==> src/hdl/ssta_defines.svh <==
// Purpose: constants for the subtract, swap and table access execution block
// Assumes: one Q clock per quarter of an instruction cycle
// Notes:   included by its bare name
`ifndef SSTA_DEFINES_SVH
`define SSTA_DEFINES_SVH

// ****************************************
// instruction cycle quarters
// ****************************************
`define SSTA_Q1              2'h0
`define SSTA_Q2              2'h1
`define SSTA_Q3              2'h2
`define SSTA_Q4              2'h3

// ****************************************
// opcode fields
// ****************************************
`define SSTA_OPC_REV_BORROW  6'h15
`define SSTA_OPC_FILE_BORROW 6'h16
`define SSTA_OPC_FILE_SUB    6'h17
`define SSTA_OPC_SWAP        6'h0E
`define SSTA_OPC_LIT_SUB     8'h08
`define SSTA_OPC_TBL_RD      14'h0002
`define SSTA_OPC_TBL_WR      14'h0003

// ****************************************
// access bank mapping
// ****************************************
`define SSTA_ACCESS_SPLIT    8'h80
`define SSTA_ACCESS_LOW_BANK 4'h0
`define SSTA_ACCESS_HI_BANK  4'hF

// ****************************************
// software register offsets
// ****************************************
`define SSTA_REG_PTR_LO      3'h0
`define SSTA_REG_PTR_HI      3'h1
`define SSTA_REG_PTR_UP      3'h2
`define SSTA_REG_LATCH       3'h3
`define SSTA_REG_WORK        3'h4
`define SSTA_REG_FLAGS       3'h5
`define SSTA_REG_BANK        3'h6
`define SSTA_REG_STATUS      3'h7

// ****************************************
// reset values
// ****************************************
`define SSTA_PTR_RST         21'h000000
`define SSTA_BYTE_RST        8'h00
`define SSTA_BANK_RST        4'h0

`endif

==> src/hdl/ssta_pkg.sv <==
// Purpose: types used by the execution block; its holding memory keeps its own
// Assumes: nothing beyond the constants header
// Notes:   enum order of the table mode matches its 2-bit instruction field
`default_nettype none
package ssta_pkg;

   typedef enum logic [1:0] {ST_IDLE, ST_EXEC, ST_TBL2} ssta_state_e;

   typedef enum logic [2:0] {
      OP_NONE,
      REVERSE_SUBTRACT_BORROW_OP,
      LITERAL_MINUS_WORKING_OP,
      FILE_MINUS_WORKING_OP,
      FILE_MINUS_WORKING_BORROW_OP,
      NIBBLE_SWAP_OP,
      TABLE_READ_OP,
      TABLE_WRITE_OP
   } ssta_op_e;

   typedef enum logic [1:0] {TM_NONE, TM_POSTINC, TM_POSTDEC, TM_PREINC} ssta_tmode_e;

   typedef struct packed {
      logic n;
      logic overflow_flag;
      logic z;
      logic digit_carry_flag;
      logic c;
   } ssta_flags_s;

   typedef struct packed {
      logic [7:0]  res;
      ssta_flags_s fl;
   } ssta_alu_s;

   typedef struct packed {
      ssta_state_e state;
      logic [1:0]  q;
      ssta_op_e    op;
      logic        dest_f;
      logic [7:0]  lit;
      ssta_tmode_e tmode;
      logic [7:0]  w;
      ssta_flags_s flags;
      logic [3:0]  bank_select;
      logic [20:0] table_pointer;
      logic [7:0]  table_latch;
      logic [11:0] f_addr;
      logic        f_rd;
      logic        f_we;
      logic [7:0]  f_wdata;
      logic        pm_rd;
      logic        hold_we;
      logic [7:0]  reg_rdata;
      logic        busy;
   } ssta_core_s;

endpackage
`default_nettype wire

==> src/hdl/ssta_hold_mem.sv <==
// Purpose: holding registers filled by table writes, read by the programmer
// Assumes: single clock, synchronous active-high reset
// Notes:   read data come out of a register, one cycle after the index
`default_nettype none
module ssta_hold_mem #(
   parameter int AW = 3,
   parameter int DW = 8
) (
   // clock and reset
   input  wire logic          clk,
   input  wire logic          rst,
   // write side
   input  wire logic          we,
   input  wire logic [AW-1:0] widx,
   input  wire logic [DW-1:0] wdata,
   // read side
   input  wire logic [AW-1:0] ridx,
   output logic      [DW-1:0] rdata
);
   typedef struct packed {
      logic [(1<<AW)-1:0][DW-1:0] mem;
      logic [DW-1:0]              rdata;
   } ssta_hold_st_s;

   ssta_hold_st_s r_reg;
   ssta_hold_st_s r_next;

   always_comb begin
      r_next = r_reg;
      r_next.rdata = r_reg.mem[ridx];
      if (we) begin
         r_next.mem[widx] = wdata;
      end
   end

   always_ff @(posedge clk) begin
      if (rst) begin
         r_reg <= '0;
      end else begin
         r_reg <= r_next;
      end
   end

   assign rdata = r_reg.rdata;
endmodule
`default_nettype wire

==> src/hdl/ssta_exec.sv <==
// Purpose: executes subtracts, nibble swap and table read/write operations
// Assumes: one CLK per quarter; file and program memory answer one cycle after a read
// Notes:   execution writes win over a software write to the same register
`include "ssta_defines.svh"
`default_nettype none
// Functional notes
// - reverse subtract: W minus f minus not carry
// - literal minus W into W, all flags
// - file minus W to chosen destination
// - swap nibbles of f, flags untouched
// - access bit 0 forces access bank mapping
// - table read fills latch, adjusts pointer
// - pointer bit0 picks low or high byte
// - 21-bit pointer, full width inc/dec
// - table write: latch into holding register
// - write pointer modes, pre-increment before select
module ssta_exec (
   // clock and reset
   input  wire logic        CLK,
   input  wire logic        RST,
   // instruction stream
   input  wire logic [15:0] INSTR,
   input  wire logic        INSTR_VALID,
   output logic             BUSY,
   // file register port
   output logic      [11:0] F_ADDR,
   output logic             F_RD,
   input  wire logic [7:0]  F_RDATA,
   output logic             F_WE,
   output logic      [7:0]  F_WDATA,
   // program memory port
   output logic      [20:0] PM_ADDR,
   output logic             PM_RD,
   input  wire logic [15:0] PM_RDATA,
   // holding register readout
   input  wire logic [2:0]  HOLD_IDX,
   output logic      [7:0]  HOLD_DATA,
   // software register port
   input  wire logic [2:0]  REG_ADDR,
   input  wire logic [7:0]  REG_WDATA,
   input  wire logic        REG_WR,
   input  wire logic        REG_RD,
   output logic      [7:0]  REG_RDATA
);
   ssta_pkg::ssta_core_s r_reg;
   ssta_pkg::ssta_core_s r_next;
   ssta_pkg::ssta_alu_s  alu;

   // ****************************************
   // functions
   // ****************************************
   function automatic ssta_pkg::ssta_alu_s sub8(input logic [7:0] a, input logic [7:0] b,
                                                input logic cin);
      logic [8:0]          s;
      logic [4:0]          h;
      ssta_pkg::ssta_alu_s o;
      // two's complement: a + ~b + carry, carry set means no borrow
      s = {1'b0, a} + {1'b0, ~b} + {8'h00, cin};
      h = {1'b0, a[3:0]} + {1'b0, ~b[3:0]} + {4'h0, cin};
      o.res = s[7:0];
      o.fl.c = s[8];
      o.fl.digit_carry_flag = h[4];
      o.fl.z = (s[7:0] == 8'h00);
      o.fl.n = s[7];
      o.fl.overflow_flag = (a[7] ^ b[7]) & (s[7] ^ a[7]);
      return o;
   endfunction

   function automatic ssta_pkg::ssta_op_e decode(input logic [15:0] i);
      decode = ssta_pkg::OP_NONE;
      if (i[15:10] == `SSTA_OPC_REV_BORROW) begin
         decode = ssta_pkg::REVERSE_SUBTRACT_BORROW_OP;
      end else if (i[15:10] == `SSTA_OPC_FILE_BORROW) begin
         decode = ssta_pkg::FILE_MINUS_WORKING_BORROW_OP;
      end else if (i[15:10] == `SSTA_OPC_FILE_SUB) begin
         decode = ssta_pkg::FILE_MINUS_WORKING_OP;
      end else if (i[15:10] == `SSTA_OPC_SWAP) begin
         decode = ssta_pkg::NIBBLE_SWAP_OP;
      end else if (i[15:8] == `SSTA_OPC_LIT_SUB) begin
         decode = ssta_pkg::LITERAL_MINUS_WORKING_OP;
      end else if (i[15:2] == `SSTA_OPC_TBL_RD) begin
         decode = ssta_pkg::TABLE_READ_OP;
      end else if (i[15:2] == `SSTA_OPC_TBL_WR) begin
         decode = ssta_pkg::TABLE_WRITE_OP;
      end
   endfunction

   function automatic logic [11:0] file_addr(input logic a, input logic [7:0] f,
                                             input logic [3:0] bank);
      // the access bank ignores bank select entirely
      if (!a) begin
         file_addr = (f < `SSTA_ACCESS_SPLIT) ? {`SSTA_ACCESS_LOW_BANK, f}
                                              : {`SSTA_ACCESS_HI_BANK, f};
      end else begin
         file_addr = {bank, f};
      end
   endfunction

   function automatic logic is_file_op(input ssta_pkg::ssta_op_e op);
      is_file_op = (op == ssta_pkg::REVERSE_SUBTRACT_BORROW_OP) ||
                   (op == ssta_pkg::FILE_MINUS_WORKING_BORROW_OP) ||
                   (op == ssta_pkg::FILE_MINUS_WORKING_OP) ||
                   (op == ssta_pkg::NIBBLE_SWAP_OP);
   endfunction

   // ****************************************
   // next state
   // ****************************************
   always_comb begin
      r_next = r_reg;
      r_next.q = r_reg.q + 2'h1;
      r_next.f_rd = 1'b0;
      r_next.f_we = 1'b0;
      r_next.pm_rd = 1'b0;
      r_next.hold_we = 1'b0;
      r_next.reg_rdata = 8'h00;
      alu = '0;
      if (REG_RD) begin
         case (REG_ADDR)
            `SSTA_REG_PTR_LO: r_next.reg_rdata = r_reg.table_pointer[7:0];
            `SSTA_REG_PTR_HI: r_next.reg_rdata = r_reg.table_pointer[15:8];
            `SSTA_REG_PTR_UP: r_next.reg_rdata = {3'h0, r_reg.table_pointer[20:16]};
            `SSTA_REG_LATCH:  r_next.reg_rdata = r_reg.table_latch;
            `SSTA_REG_WORK:   r_next.reg_rdata = r_reg.w;
            `SSTA_REG_FLAGS:  r_next.reg_rdata = {3'h0, r_reg.flags};
            `SSTA_REG_BANK:   r_next.reg_rdata = {4'h0, r_reg.bank_select};
            default:          r_next.reg_rdata = {7'h00, r_reg.busy};
         endcase
      end
      if (REG_WR) begin
         case (REG_ADDR)
            `SSTA_REG_PTR_LO: r_next.table_pointer[7:0] = REG_WDATA;
            `SSTA_REG_PTR_HI: r_next.table_pointer[15:8] = REG_WDATA;
            `SSTA_REG_PTR_UP: r_next.table_pointer[20:16] = REG_WDATA[4:0];
            `SSTA_REG_LATCH:  r_next.table_latch = REG_WDATA;
            `SSTA_REG_WORK:   r_next.w = REG_WDATA;
            `SSTA_REG_FLAGS:  r_next.flags = REG_WDATA[4:0];
            `SSTA_REG_BANK:   r_next.bank_select = REG_WDATA[3:0];
            default:          r_next.busy = r_reg.busy;
         endcase
      end
      case (r_reg.state)
         ssta_pkg::ST_IDLE: begin
            if (r_reg.q == `SSTA_Q1 && INSTR_VALID) begin
               r_next.op = decode(INSTR);
               r_next.dest_f = INSTR[9];
               r_next.lit = INSTR[7:0];
               r_next.tmode = ssta_pkg::ssta_tmode_e'(INSTR[1:0]);
               r_next.state = ssta_pkg::ST_EXEC;
               r_next.busy = 1'b1;
               r_next.f_rd = is_file_op(decode(INSTR));
               r_next.f_addr = file_addr(INSTR[8], INSTR[7:0], r_reg.bank_select);
            end
         end
         ssta_pkg::ST_EXEC: begin
            if (r_reg.q == `SSTA_Q3) begin
               case (r_reg.op)
                  ssta_pkg::REVERSE_SUBTRACT_BORROW_OP:
                     alu = sub8(r_reg.w, F_RDATA, r_reg.flags.c);
                  ssta_pkg::FILE_MINUS_WORKING_BORROW_OP:
                     alu = sub8(F_RDATA, r_reg.w, r_reg.flags.c);
                  ssta_pkg::FILE_MINUS_WORKING_OP:
                     alu = sub8(F_RDATA, r_reg.w, 1'b1);
                  ssta_pkg::LITERAL_MINUS_WORKING_OP:
                     alu = sub8(r_reg.lit, r_reg.w, 1'b1);
                  default: begin
                     alu.res = {F_RDATA[3:0], F_RDATA[7:4]};
                     alu.fl = r_reg.flags;
                  end
               endcase
               if (is_file_op(r_reg.op) || r_reg.op == ssta_pkg::LITERAL_MINUS_WORKING_OP) begin
                  // flags stay put for the swap since alu.fl carries them through
                  r_next.flags = alu.fl;
                  if (r_reg.dest_f && r_reg.op != ssta_pkg::LITERAL_MINUS_WORKING_OP) begin
                     r_next.f_we = 1'b1;
                     r_next.f_wdata = alu.res;
                  end else begin
                     r_next.w = alu.res;
                  end
               end
            end else if (r_reg.q == `SSTA_Q4) begin
               if (r_reg.op == ssta_pkg::TABLE_READ_OP || r_reg.op == ssta_pkg::TABLE_WRITE_OP) begin
                  r_next.state = ssta_pkg::ST_TBL2;
                  if (r_reg.tmode == ssta_pkg::TM_PREINC) begin
                     r_next.table_pointer = r_reg.table_pointer + 21'h000001;
                  end
               end else begin
                  r_next.state = ssta_pkg::ST_IDLE;
                  r_next.busy = 1'b0;
               end
            end
         end
         ssta_pkg::ST_TBL2: begin
            if (r_reg.q == `SSTA_Q1) begin
               r_next.pm_rd = (r_reg.op == ssta_pkg::TABLE_READ_OP);
            end else if (r_reg.q == `SSTA_Q3) begin
               if (r_reg.op == ssta_pkg::TABLE_READ_OP) begin
                  r_next.table_latch = r_reg.table_pointer[0] ? PM_RDATA[15:8]
                                                              : PM_RDATA[7:0];
               end else begin
                  r_next.hold_we = 1'b1;
               end
            end else if (r_reg.q == `SSTA_Q4) begin
               // post modes move the pointer only after the transfer
               if (r_reg.tmode == ssta_pkg::TM_POSTINC) begin
                  r_next.table_pointer = r_reg.table_pointer + 21'h000001;
               end else if (r_reg.tmode == ssta_pkg::TM_POSTDEC) begin
                  r_next.table_pointer = r_reg.table_pointer - 21'h000001;
               end
               r_next.state = ssta_pkg::ST_IDLE;
               r_next.busy = 1'b0;
            end
         end
         default: begin
            r_next.state = ssta_pkg::ST_IDLE;
         end
      endcase
   end

   always_ff @(posedge CLK) begin
      if (RST) begin
         r_reg <= '0;
      end else begin
         r_reg <= r_next;
      end
   end

   ssta_hold_mem #(.AW(3), .DW(8)) u_hold (
      .clk   (CLK),
      .rst   (RST),
      .we    (r_reg.hold_we),
      .widx  (r_reg.table_pointer[2:0]),
      .wdata (r_reg.table_latch),
      .ridx  (HOLD_IDX),
      .rdata (HOLD_DATA)
   );

   assign BUSY      = r_reg.busy;
   assign F_ADDR    = r_reg.f_addr;
   assign F_RD      = r_reg.f_rd;
   assign F_WE      = r_reg.f_we;
   assign F_WDATA   = r_reg.f_wdata;
   assign PM_ADDR   = r_reg.table_pointer;
   assign PM_RD     = r_reg.pm_rd;
   assign REG_RDATA = r_reg.reg_rdata;
endmodule
`default_nettype wire

==> config.mk <==
export PLATFORM = sky130hd
export DESIGN_NAME = ssta_exec
export DESIGN_NICKNAME = d
export VERILOG_FILES = /design/src/hdl/ssta_pkg.sv /design/src/hdl/ssta_hold_mem.sv /design/src/hdl/ssta_exec.sv
export VERILOG_INCLUDE_DIRS = /design/src /design/src/hdl
export SDC_FILE = /design/constraint.sdc
export NUM_CORES = 1
export LEC_CHECK = 0
export BUFFER_PORTS_ARGS = -buffer_cell sky130_fd_sc_hd__buf_2
export CORE_AREA = 5 5 142 144
export DETAILED_ROUTE_END_ITERATION = 8
export DIE_AREA = 0 0 147 149
export PLACE_DENSITY = 0.9
export SLEW_MARGIN = 40
export SYNTH_ARGS = -nofsm -noshare
export SYNTH_HDL_FRONTEND = slang
export SYNTH_SLANG_ARGS = --single-unit
==> constraint.sdc <==
create_clock -name CLK -period 3.55 [get_ports CLK]
set_input_delay 0.355 -clock CLK [delete_from_list [all_inputs] [get_ports CLK]]
set_output_delay 0.355 -clock CLK [all_outputs]
set_load 0.005 [all_outputs]
Word level (Yosys, flattened, before mapping)
Index checks and enable logic that the tools add are counted.
{ "totals": {"input_bits": 59, "output_inout_bits": 61, "wordCells": 206, "ff_bits": 169} }
{ "op_classes": {"n_addsub": 17, "magnitude_cmp": 4, "eq_ne": 40, "reduce_logical": 29, "muxes": 62, "bitwise": 22} }
{ "ops": {"columns": ["cell", "count"], "rows": [
  ["21-bit two-way mux", 8],
  ["8-bit two-way mux", 11],
  ["64-bit bitwise mux", 1],
  ["8-bit case mux with 7 select lines", 1],
  ["13-bit case mux with 4 select lines", 1],
  ["46-bit two-way mux", 1],
  ["21-bit case mux with 2 select lines", 1],
  ["13-bit two-way mux", 3],
  ["8-bit zero test", 4],
  ["29-bit two-way mux", 1],
  ["14-bit by 2-bit == test with 1-bit output (second input constant)", 2],
  ["8-bit by 8-bit adder with 9-bit output", 3],
  ["3-bit == test (second input constant)", 9],
  ["3-bit two-way mux", 9],
  ["8-bit binary-select mux with 3-bit select", 1],
  ["8-bit demux with 3-bit select", 1],
  ["12-bit two-way mux", 2],
  ["21-bit by 1-bit adder with 21-bit output (second input constant)", 1],
  ["21-bit by 1-bit subtractor with 21-bit output (second input constant)", 1],
  ["9-bit by 1-bit adder with 9-bit output", 2],
  ["9-bit by 1-bit adder with 9-bit output (second input constant)", 2],
  ["6-bit by 5-bit == test with 1-bit output (second input constant)", 3],
  ["8-bit inverter", 2],
  ["4-bit by 4-bit adder with 5-bit output", 3],
  ["38 further kinds", 101]
]} }

Logic depth before layout (Yosys ltp)
{ "depth": {"ltp_word": 14, "mapped_depth": 13, "depth_no_buf": 13} }

By module
Synthesis repeated with hierarchy kept, for this count alone.
{ "unflattened": {"hier_cells": 1358, "area_unflattened_um2": 11060.6} }
{ "by_module_without_submodules": {"columns": ["module", "cells_each", "seq_area_each_um2", "instances", "area_each_um2"], "rows": [
  ["ssta_exec", 1032, 1741.7, 1, 7898.8],
  ["ssta_hold_mem", 326, 1441.4, 1, 3161.8]
]} }

Worst setup path before layout
Ideal clock, no wire load.
{ "synth_timing": {"path_type": "flip-flop to flip-flop", "start": "reg r_reg[71] (netlist name)", "end": "reg r_reg[68] (netlist name)", "stages_incl_launch_ff": 14, "path_buffers": 1, "setup_ns": 0.086, "slack_ns": 0.480, "t_required_ns": 3.464, "synth_period_minus_slack_ns": 3.070, "t_arrival_ns": 2.983, "cell_sequence": "dfxtp_1 > inv_1 > ha_1 > inv_1 > fa_1 > and2b_2 > o221ai_1 > a31o_2 > or2_2 > buf_6 > xnor2_1 > a2bb2oi_1 > or4_4 > a221oi_2"} }
{ "synth_via": {"elab_chain_len": 8, "word_cells_on_any_way": 16, "cone_classes": "add/sub: 7; mux: 4; bitwise: 1; reduce/logical: 4"} }
{ "synth_rtl": {"columns": ["element", "line_no", "rtl"], "rows": [
  ["start: declaration", "ssta_exec.sv:45", "ssta_pkg::ssta_core_s r_reg;"],
  ["start signal: assignment", "ssta_exec.sv:224", "r_reg <= r_next;"],
  ["8-bit inverter", "ssta_exec.sv:58", "s = {1'b0, a} + {1'b0, ~b} + {8'h00, cin};"],
  ["8-bit by 8-bit adder with 9-bit output", "ssta_exec.sv:58", null],
  ["9-bit by 1-bit adder with 9-bit output", "ssta_exec.sv:58", null],
  ["8-bit zero test", "ssta_exec.sv:63", "o.fl.z = (s[7:0] == 8'h00);"],
  ["13-bit case mux with 4 select lines (*)", "ssta_exec.sv:157", "case (r_reg.op)"],
  ["13-bit two-way mux (*)", "ssta_exec.sv:171", "if (is_file_op(r_reg.op) || r_reg.op == ssta_pkg::LITERAL_MINUS_WORKING_OP) begin"],
  ["13-bit two-way mux (*)", "ssta_exec.sv:156", "if (r_reg.q == `SSTA_Q3) begin"],
  ["13-bit two-way mux (*)", "ssta_exec.sv:142", "case (r_reg.state)"]
]} }
Every way passes the cells marked *; elsewhere a longest branch is shown, timed or not.
A chain may end at the register's enable or synchronous reset.

Final worst setup path
Same ends and word-level chain as after synthesis.

==> load_flow_metrics.sql <==
INSERT INTO impl_metrics (metric_group, metric, value, unit) VALUES
('floorplanning', 'floorplan.initialDensity', '0.589', ''),
('cts', 'cts-hold-fix-buffers', '0', ''),
('cts', 'clk_pin_slew_worst_paths', '0.07', 'ns'),
('yosys', 'synth_fp_nets', '1493', ''),
('sta', 'rsz_0062_raised_after_global_routing', 'no', ''),
('yosys', 'yosysWarnings', '0', ''),
('routing', 'routed_wirelength', '37000', 'um'),
('cts', 'tritoncts.num_buffers', '17', ''),
('place', 'globalplace.congestion', '1.04', ''),
('cts', 'clock-root-buffer', 'clkbuf_16', ''),
('sta', 'slew-limit-headroom', '0.450', ''),
('yosys', 'synth_enable_flop_cells', '0', ''),
('layout', 'largest_reg_flops', '64', ''),
('routing', 'avg_wl_per_cell', '22.2', 'um'),
('sta', 'post-route-min-period', '3.33', 'ns'),
('layout', 'fraction_of_layout_cells_with_a_size_suffix_above_1', '0.171', ''),
('sta', 'worst_slew_pin_slew', '0.820', 'ns'),
('floorplanning', 'die_width', '147', 'um'),
('place', 'hpwl_reported_at_the_end_of_detailed_placement', '26600', 'um'),
('cts', 'clock_path_buffers', '2', ''),
('outcome', 'outcome', 'finished clean', ''),
('layout', 'multiInputGateArea', '6790', 'um^2'),
('routing', 'dr.pass1.iters', '6', ''),
('global_route', 'grt_first_pass_wirelength', '56800', 'um'),
('cts', 'cts_htree_levels', '4', ''),
('global_route', 'grtUsageTotal', '0.326', ''),
('layout', 'ff_latch_area', '3180', 'um^2'),
('setup_path', 'worst-setup-path-type', 'reg -> reg', ''),
('global_route', 'grt_pass1_vias', '10300', ''),
('yosys', 'yosys_register_bits', '159', ''),
('power_and_ir_drop', 'power-per-cell-area', '411', 'nW/um^2'),
('min_path', 'hp-class', 'in -> reg', ''),
('floorplanning', 'chipHeight', '149', 'um'),
('cts', 'clk_latency', '0.44', 'ns'),
('global_route', 'grt_antenna_before_repair', '2', ''),
('routing', 'initialDrtViolationCount', '1505', ''),
('global_route', 'globalRouteOverflowTotal', '0', ''),
('floorplanning', 'placementRows', '50', ''),
('yosys', 'ys_dominant_reg_cell', 'dfxtp_1', ''),
('floorplanning', 'core', '18600', 'um^2'),
('yosys', 'synthCells', '1393', ''),
('sta', 'hold_violations', '0', ''),
('cts', 'post_cts_buffers', '0', ''),
('routing', 'dr_total_vias', '11100', ''),
('yosys', 'seq_area_frac_synth', '0.291', ''),
('place', 'io_buffers', '119', ''),
('routing', 'route.antenna.remaining_nets', '0', ''),
('sta', 'maxSlewViolCount', '0', ''),
('yosys', 'netlist_area_before_placement', '10900', 'um^2'),
('run', 'drv_cap', '0', ''),
('layout', 'layout.nets', '1518', ''),
('yosys', 'synth_async_sr_flop_share', '0', ''),
('sta', 'max_clock_freq', '0.300', 'GHz'),
('routing', 'detail_route.drc_violations', '0', ''),
('floorplanning', 'floorplan.die_area', '21900', 'um^2'),
('routing', 'post_drt_via_cell_ratio', '6.66', ''),
('layout', 'nFillCells', '1492', ''),
('sta', 'finalSetupTns', '0', 'ns'),
('sta', 'clock-skew-final', '0.0126', 'ns'),
('setup_path', 'critical_path.endpoint_type', 'flip-flop', ''),
('setup_path', 'setup.worst_path.start_class', 'flip-flop', ''),
('setup_path', 'worst-path-max-fanout', '8', ''),
('sta', 'setup_viol_count_final', '0', ''),
('global_route', 'grt_start_max_net_pins', '88', ''),
('setup_path', 'cp.arrival', '3.68', 'ns'),
('layout', 'area_growth_syn_to_layout', '9.27', '%'),
('cts', 'tritoncts_num_sinks', '159', ''),
('power_and_ir_drop', 'total_leakage_power', '0.00463', 'uW'),
('floorplanning', 'ioPinCount', '120', ''),
('yosys', 'mean_syn_cell_area', '7.85', 'um^2'),
('cts', 'clock_tree_from_tritoncts', 'yes', ''),
('sta', 'layout_worst_path_cycle_share', '0.939', ''),
('yosys', 'synthDistinctLibCells', '86', ''),
('power_and_ir_drop', 'worst_ir_drop_on_vdd', '0.387', 'mV'),
('setup_path', 'worst-endpoint-required', '3.90', 'ns'),
('layout', 'final_core_utilization', '0.643', '');
[path summary, 6_finish.rpt]
check / startpoint / endpoint / slack, ns / depth (start not counted)
worst min register to register: u_hold.r_reg[49]$_SDFFE_PP0P_ / u_hold.r_reg[49]$_SDFFE_PP0P_ / 0.46 / 2
worst max register to register: r_reg[71]$_SDFF_PP0_ / r_reg[68]$_SDFFE_PP0P_ / 0.22 / 12
worst max-delay path: r_reg[71]$_SDFF_PP0_ / r_reg[68]$_SDFFE_PP0P_ / 0.22 / 12
worst min-delay path: INSTR[0] / r_reg[81]$_SDFFE_PP0P_ / 0.17 / 3
[cells by family (layout without fill, tap and decap cells)]
logic type,count (synthesis),count (layout),share of synthesized area
other cells,0,2,0
mux,94,94,0.113
fa+ha+maj,41,41,0.0497
simple gates,522,522,0.217
flops,159,159,0.291
xor+xnor,50,50,0.0414
buf+inv,191,229,0.0910
compound gates,336,336,0.197
[cells in the final DEF (no fill, tap or decap), types with 6 or more instances in the layout]
master     synthesis  final
a211oi_1          41     41
a21oi_1          131    131
a221oi_1           8      8
a22oi_1           10     10
a31oi_1           15     15
and2_1             6      6
and3_1            12     12
buf_2              4    118
buf_4             58     32
clkbuf_16          0     17
dfxtp_1          159    159
ha_1              37     37
inv_1             44     44
mux2_2            13     13
mux2i_1           59     59
mux4_2            22     22
nand2_1          211    211
nand2b_1          13     13
nand3_1           23     23
nand4_1           10     10
nor2_1           151    151
nor2b_1           14     14
nor3_1            29     27
nor4_1             9      7
o211ai_1           7      7
o21ai_0           44     44
o221ai_1           6      6
o22ai_1           16     16
or2_2              6      6
xnor2_1           32     32
xor2_1            16     16
[cell type report]
| class | count | share of cell area |
|---|---|---|
| diodes | 2 | 0.000419 |
| flip-flops and latches | 159 | 0.266 |
| clock inverters | 14 | 0.0187 |
| inverters | 46 | 0.0144 |
| multi-input cells | 1043 | 0.568 |
| well taps | 234 | 0.0245 |
| clock buffers | 18 | 0.0359 |
| repair buffers | 151 | 0.0712 |
[report_power, final]
group          internal [uW]  switching, uW
registers               1820           50.8
clock network           1210            845
logic                    359            625
total                   3390           1520
[through the flow]
step	hold slack [ns]	instance area, um^2	total power (uW)	instances	setup slack [ns]
5_1_grt	0.184	12000	5050	1667	0.0550
3_3_place_gp	0.434	11300	2830	1633	0.164
6_report	0.166	12000	4910	1667	0.217
4_1_cts	0.164	11900	4850	1665	0.188
3_5_place_dp	0.446	11300	2840	1633	0.103
2_1_floorplan	0.417	10900	2560	1393	0.480
[synthesized netlist by cell type, types with 15 or more instances]
cell      number  area, um^2
a21oi_1      131         656
dfxtp_1      159        3180
ha_1          37         463
clkbuf_1      66         248
mux2i_1       59         591
a31oi_1       15        93.8
nor3_1        29         145
o22ai_1       16         100
mux4_2        22         495
nand2_1      211         792
nor2_1       151         567
inv_1         44         165
xor2_1        16         140
nand3_1       23         115
xnor2_1       32         280
buf_4         58         435
a211oi_1      41         308
o21ai_0       44         220
[repair_timing]
action	4_1_cts	5_1_grt
hold endpoints to repair	0	0
resized for setup	0	2
setup endpoints to repair	0	3
[metal layers]
| metal | vias to the layer above | GRT usage | share of wire |
|---|---|---|---|
| met5 | - | 0 | 0 |
| met3 | 169 | 0.0872 | 0.13 |
| met4 | 0 | 0.159 | 0.053 |
| li1 | 4932 | - | - |
| met1 | 5151 | 0.440 | 0.39 |
| met2 | 845 | 0.486 | 0.43 |
[worst max-delay path, cell delays in order, from the launching register on]
cell and delay (ns):
dfxtp_1 0.34, inv_1 0.08, ha_1 0.18, inv_1 0.06, fa_1 0.41, and2b_2 0.26
o221ai_1 0.16, a31o_2 0.30, or2_2 0.37, xnor2_1 0.16, a2bb2oi_1 0.13, or4_4 0.50
a221oi_2 0.29
(Power assumes the default switching activity.)
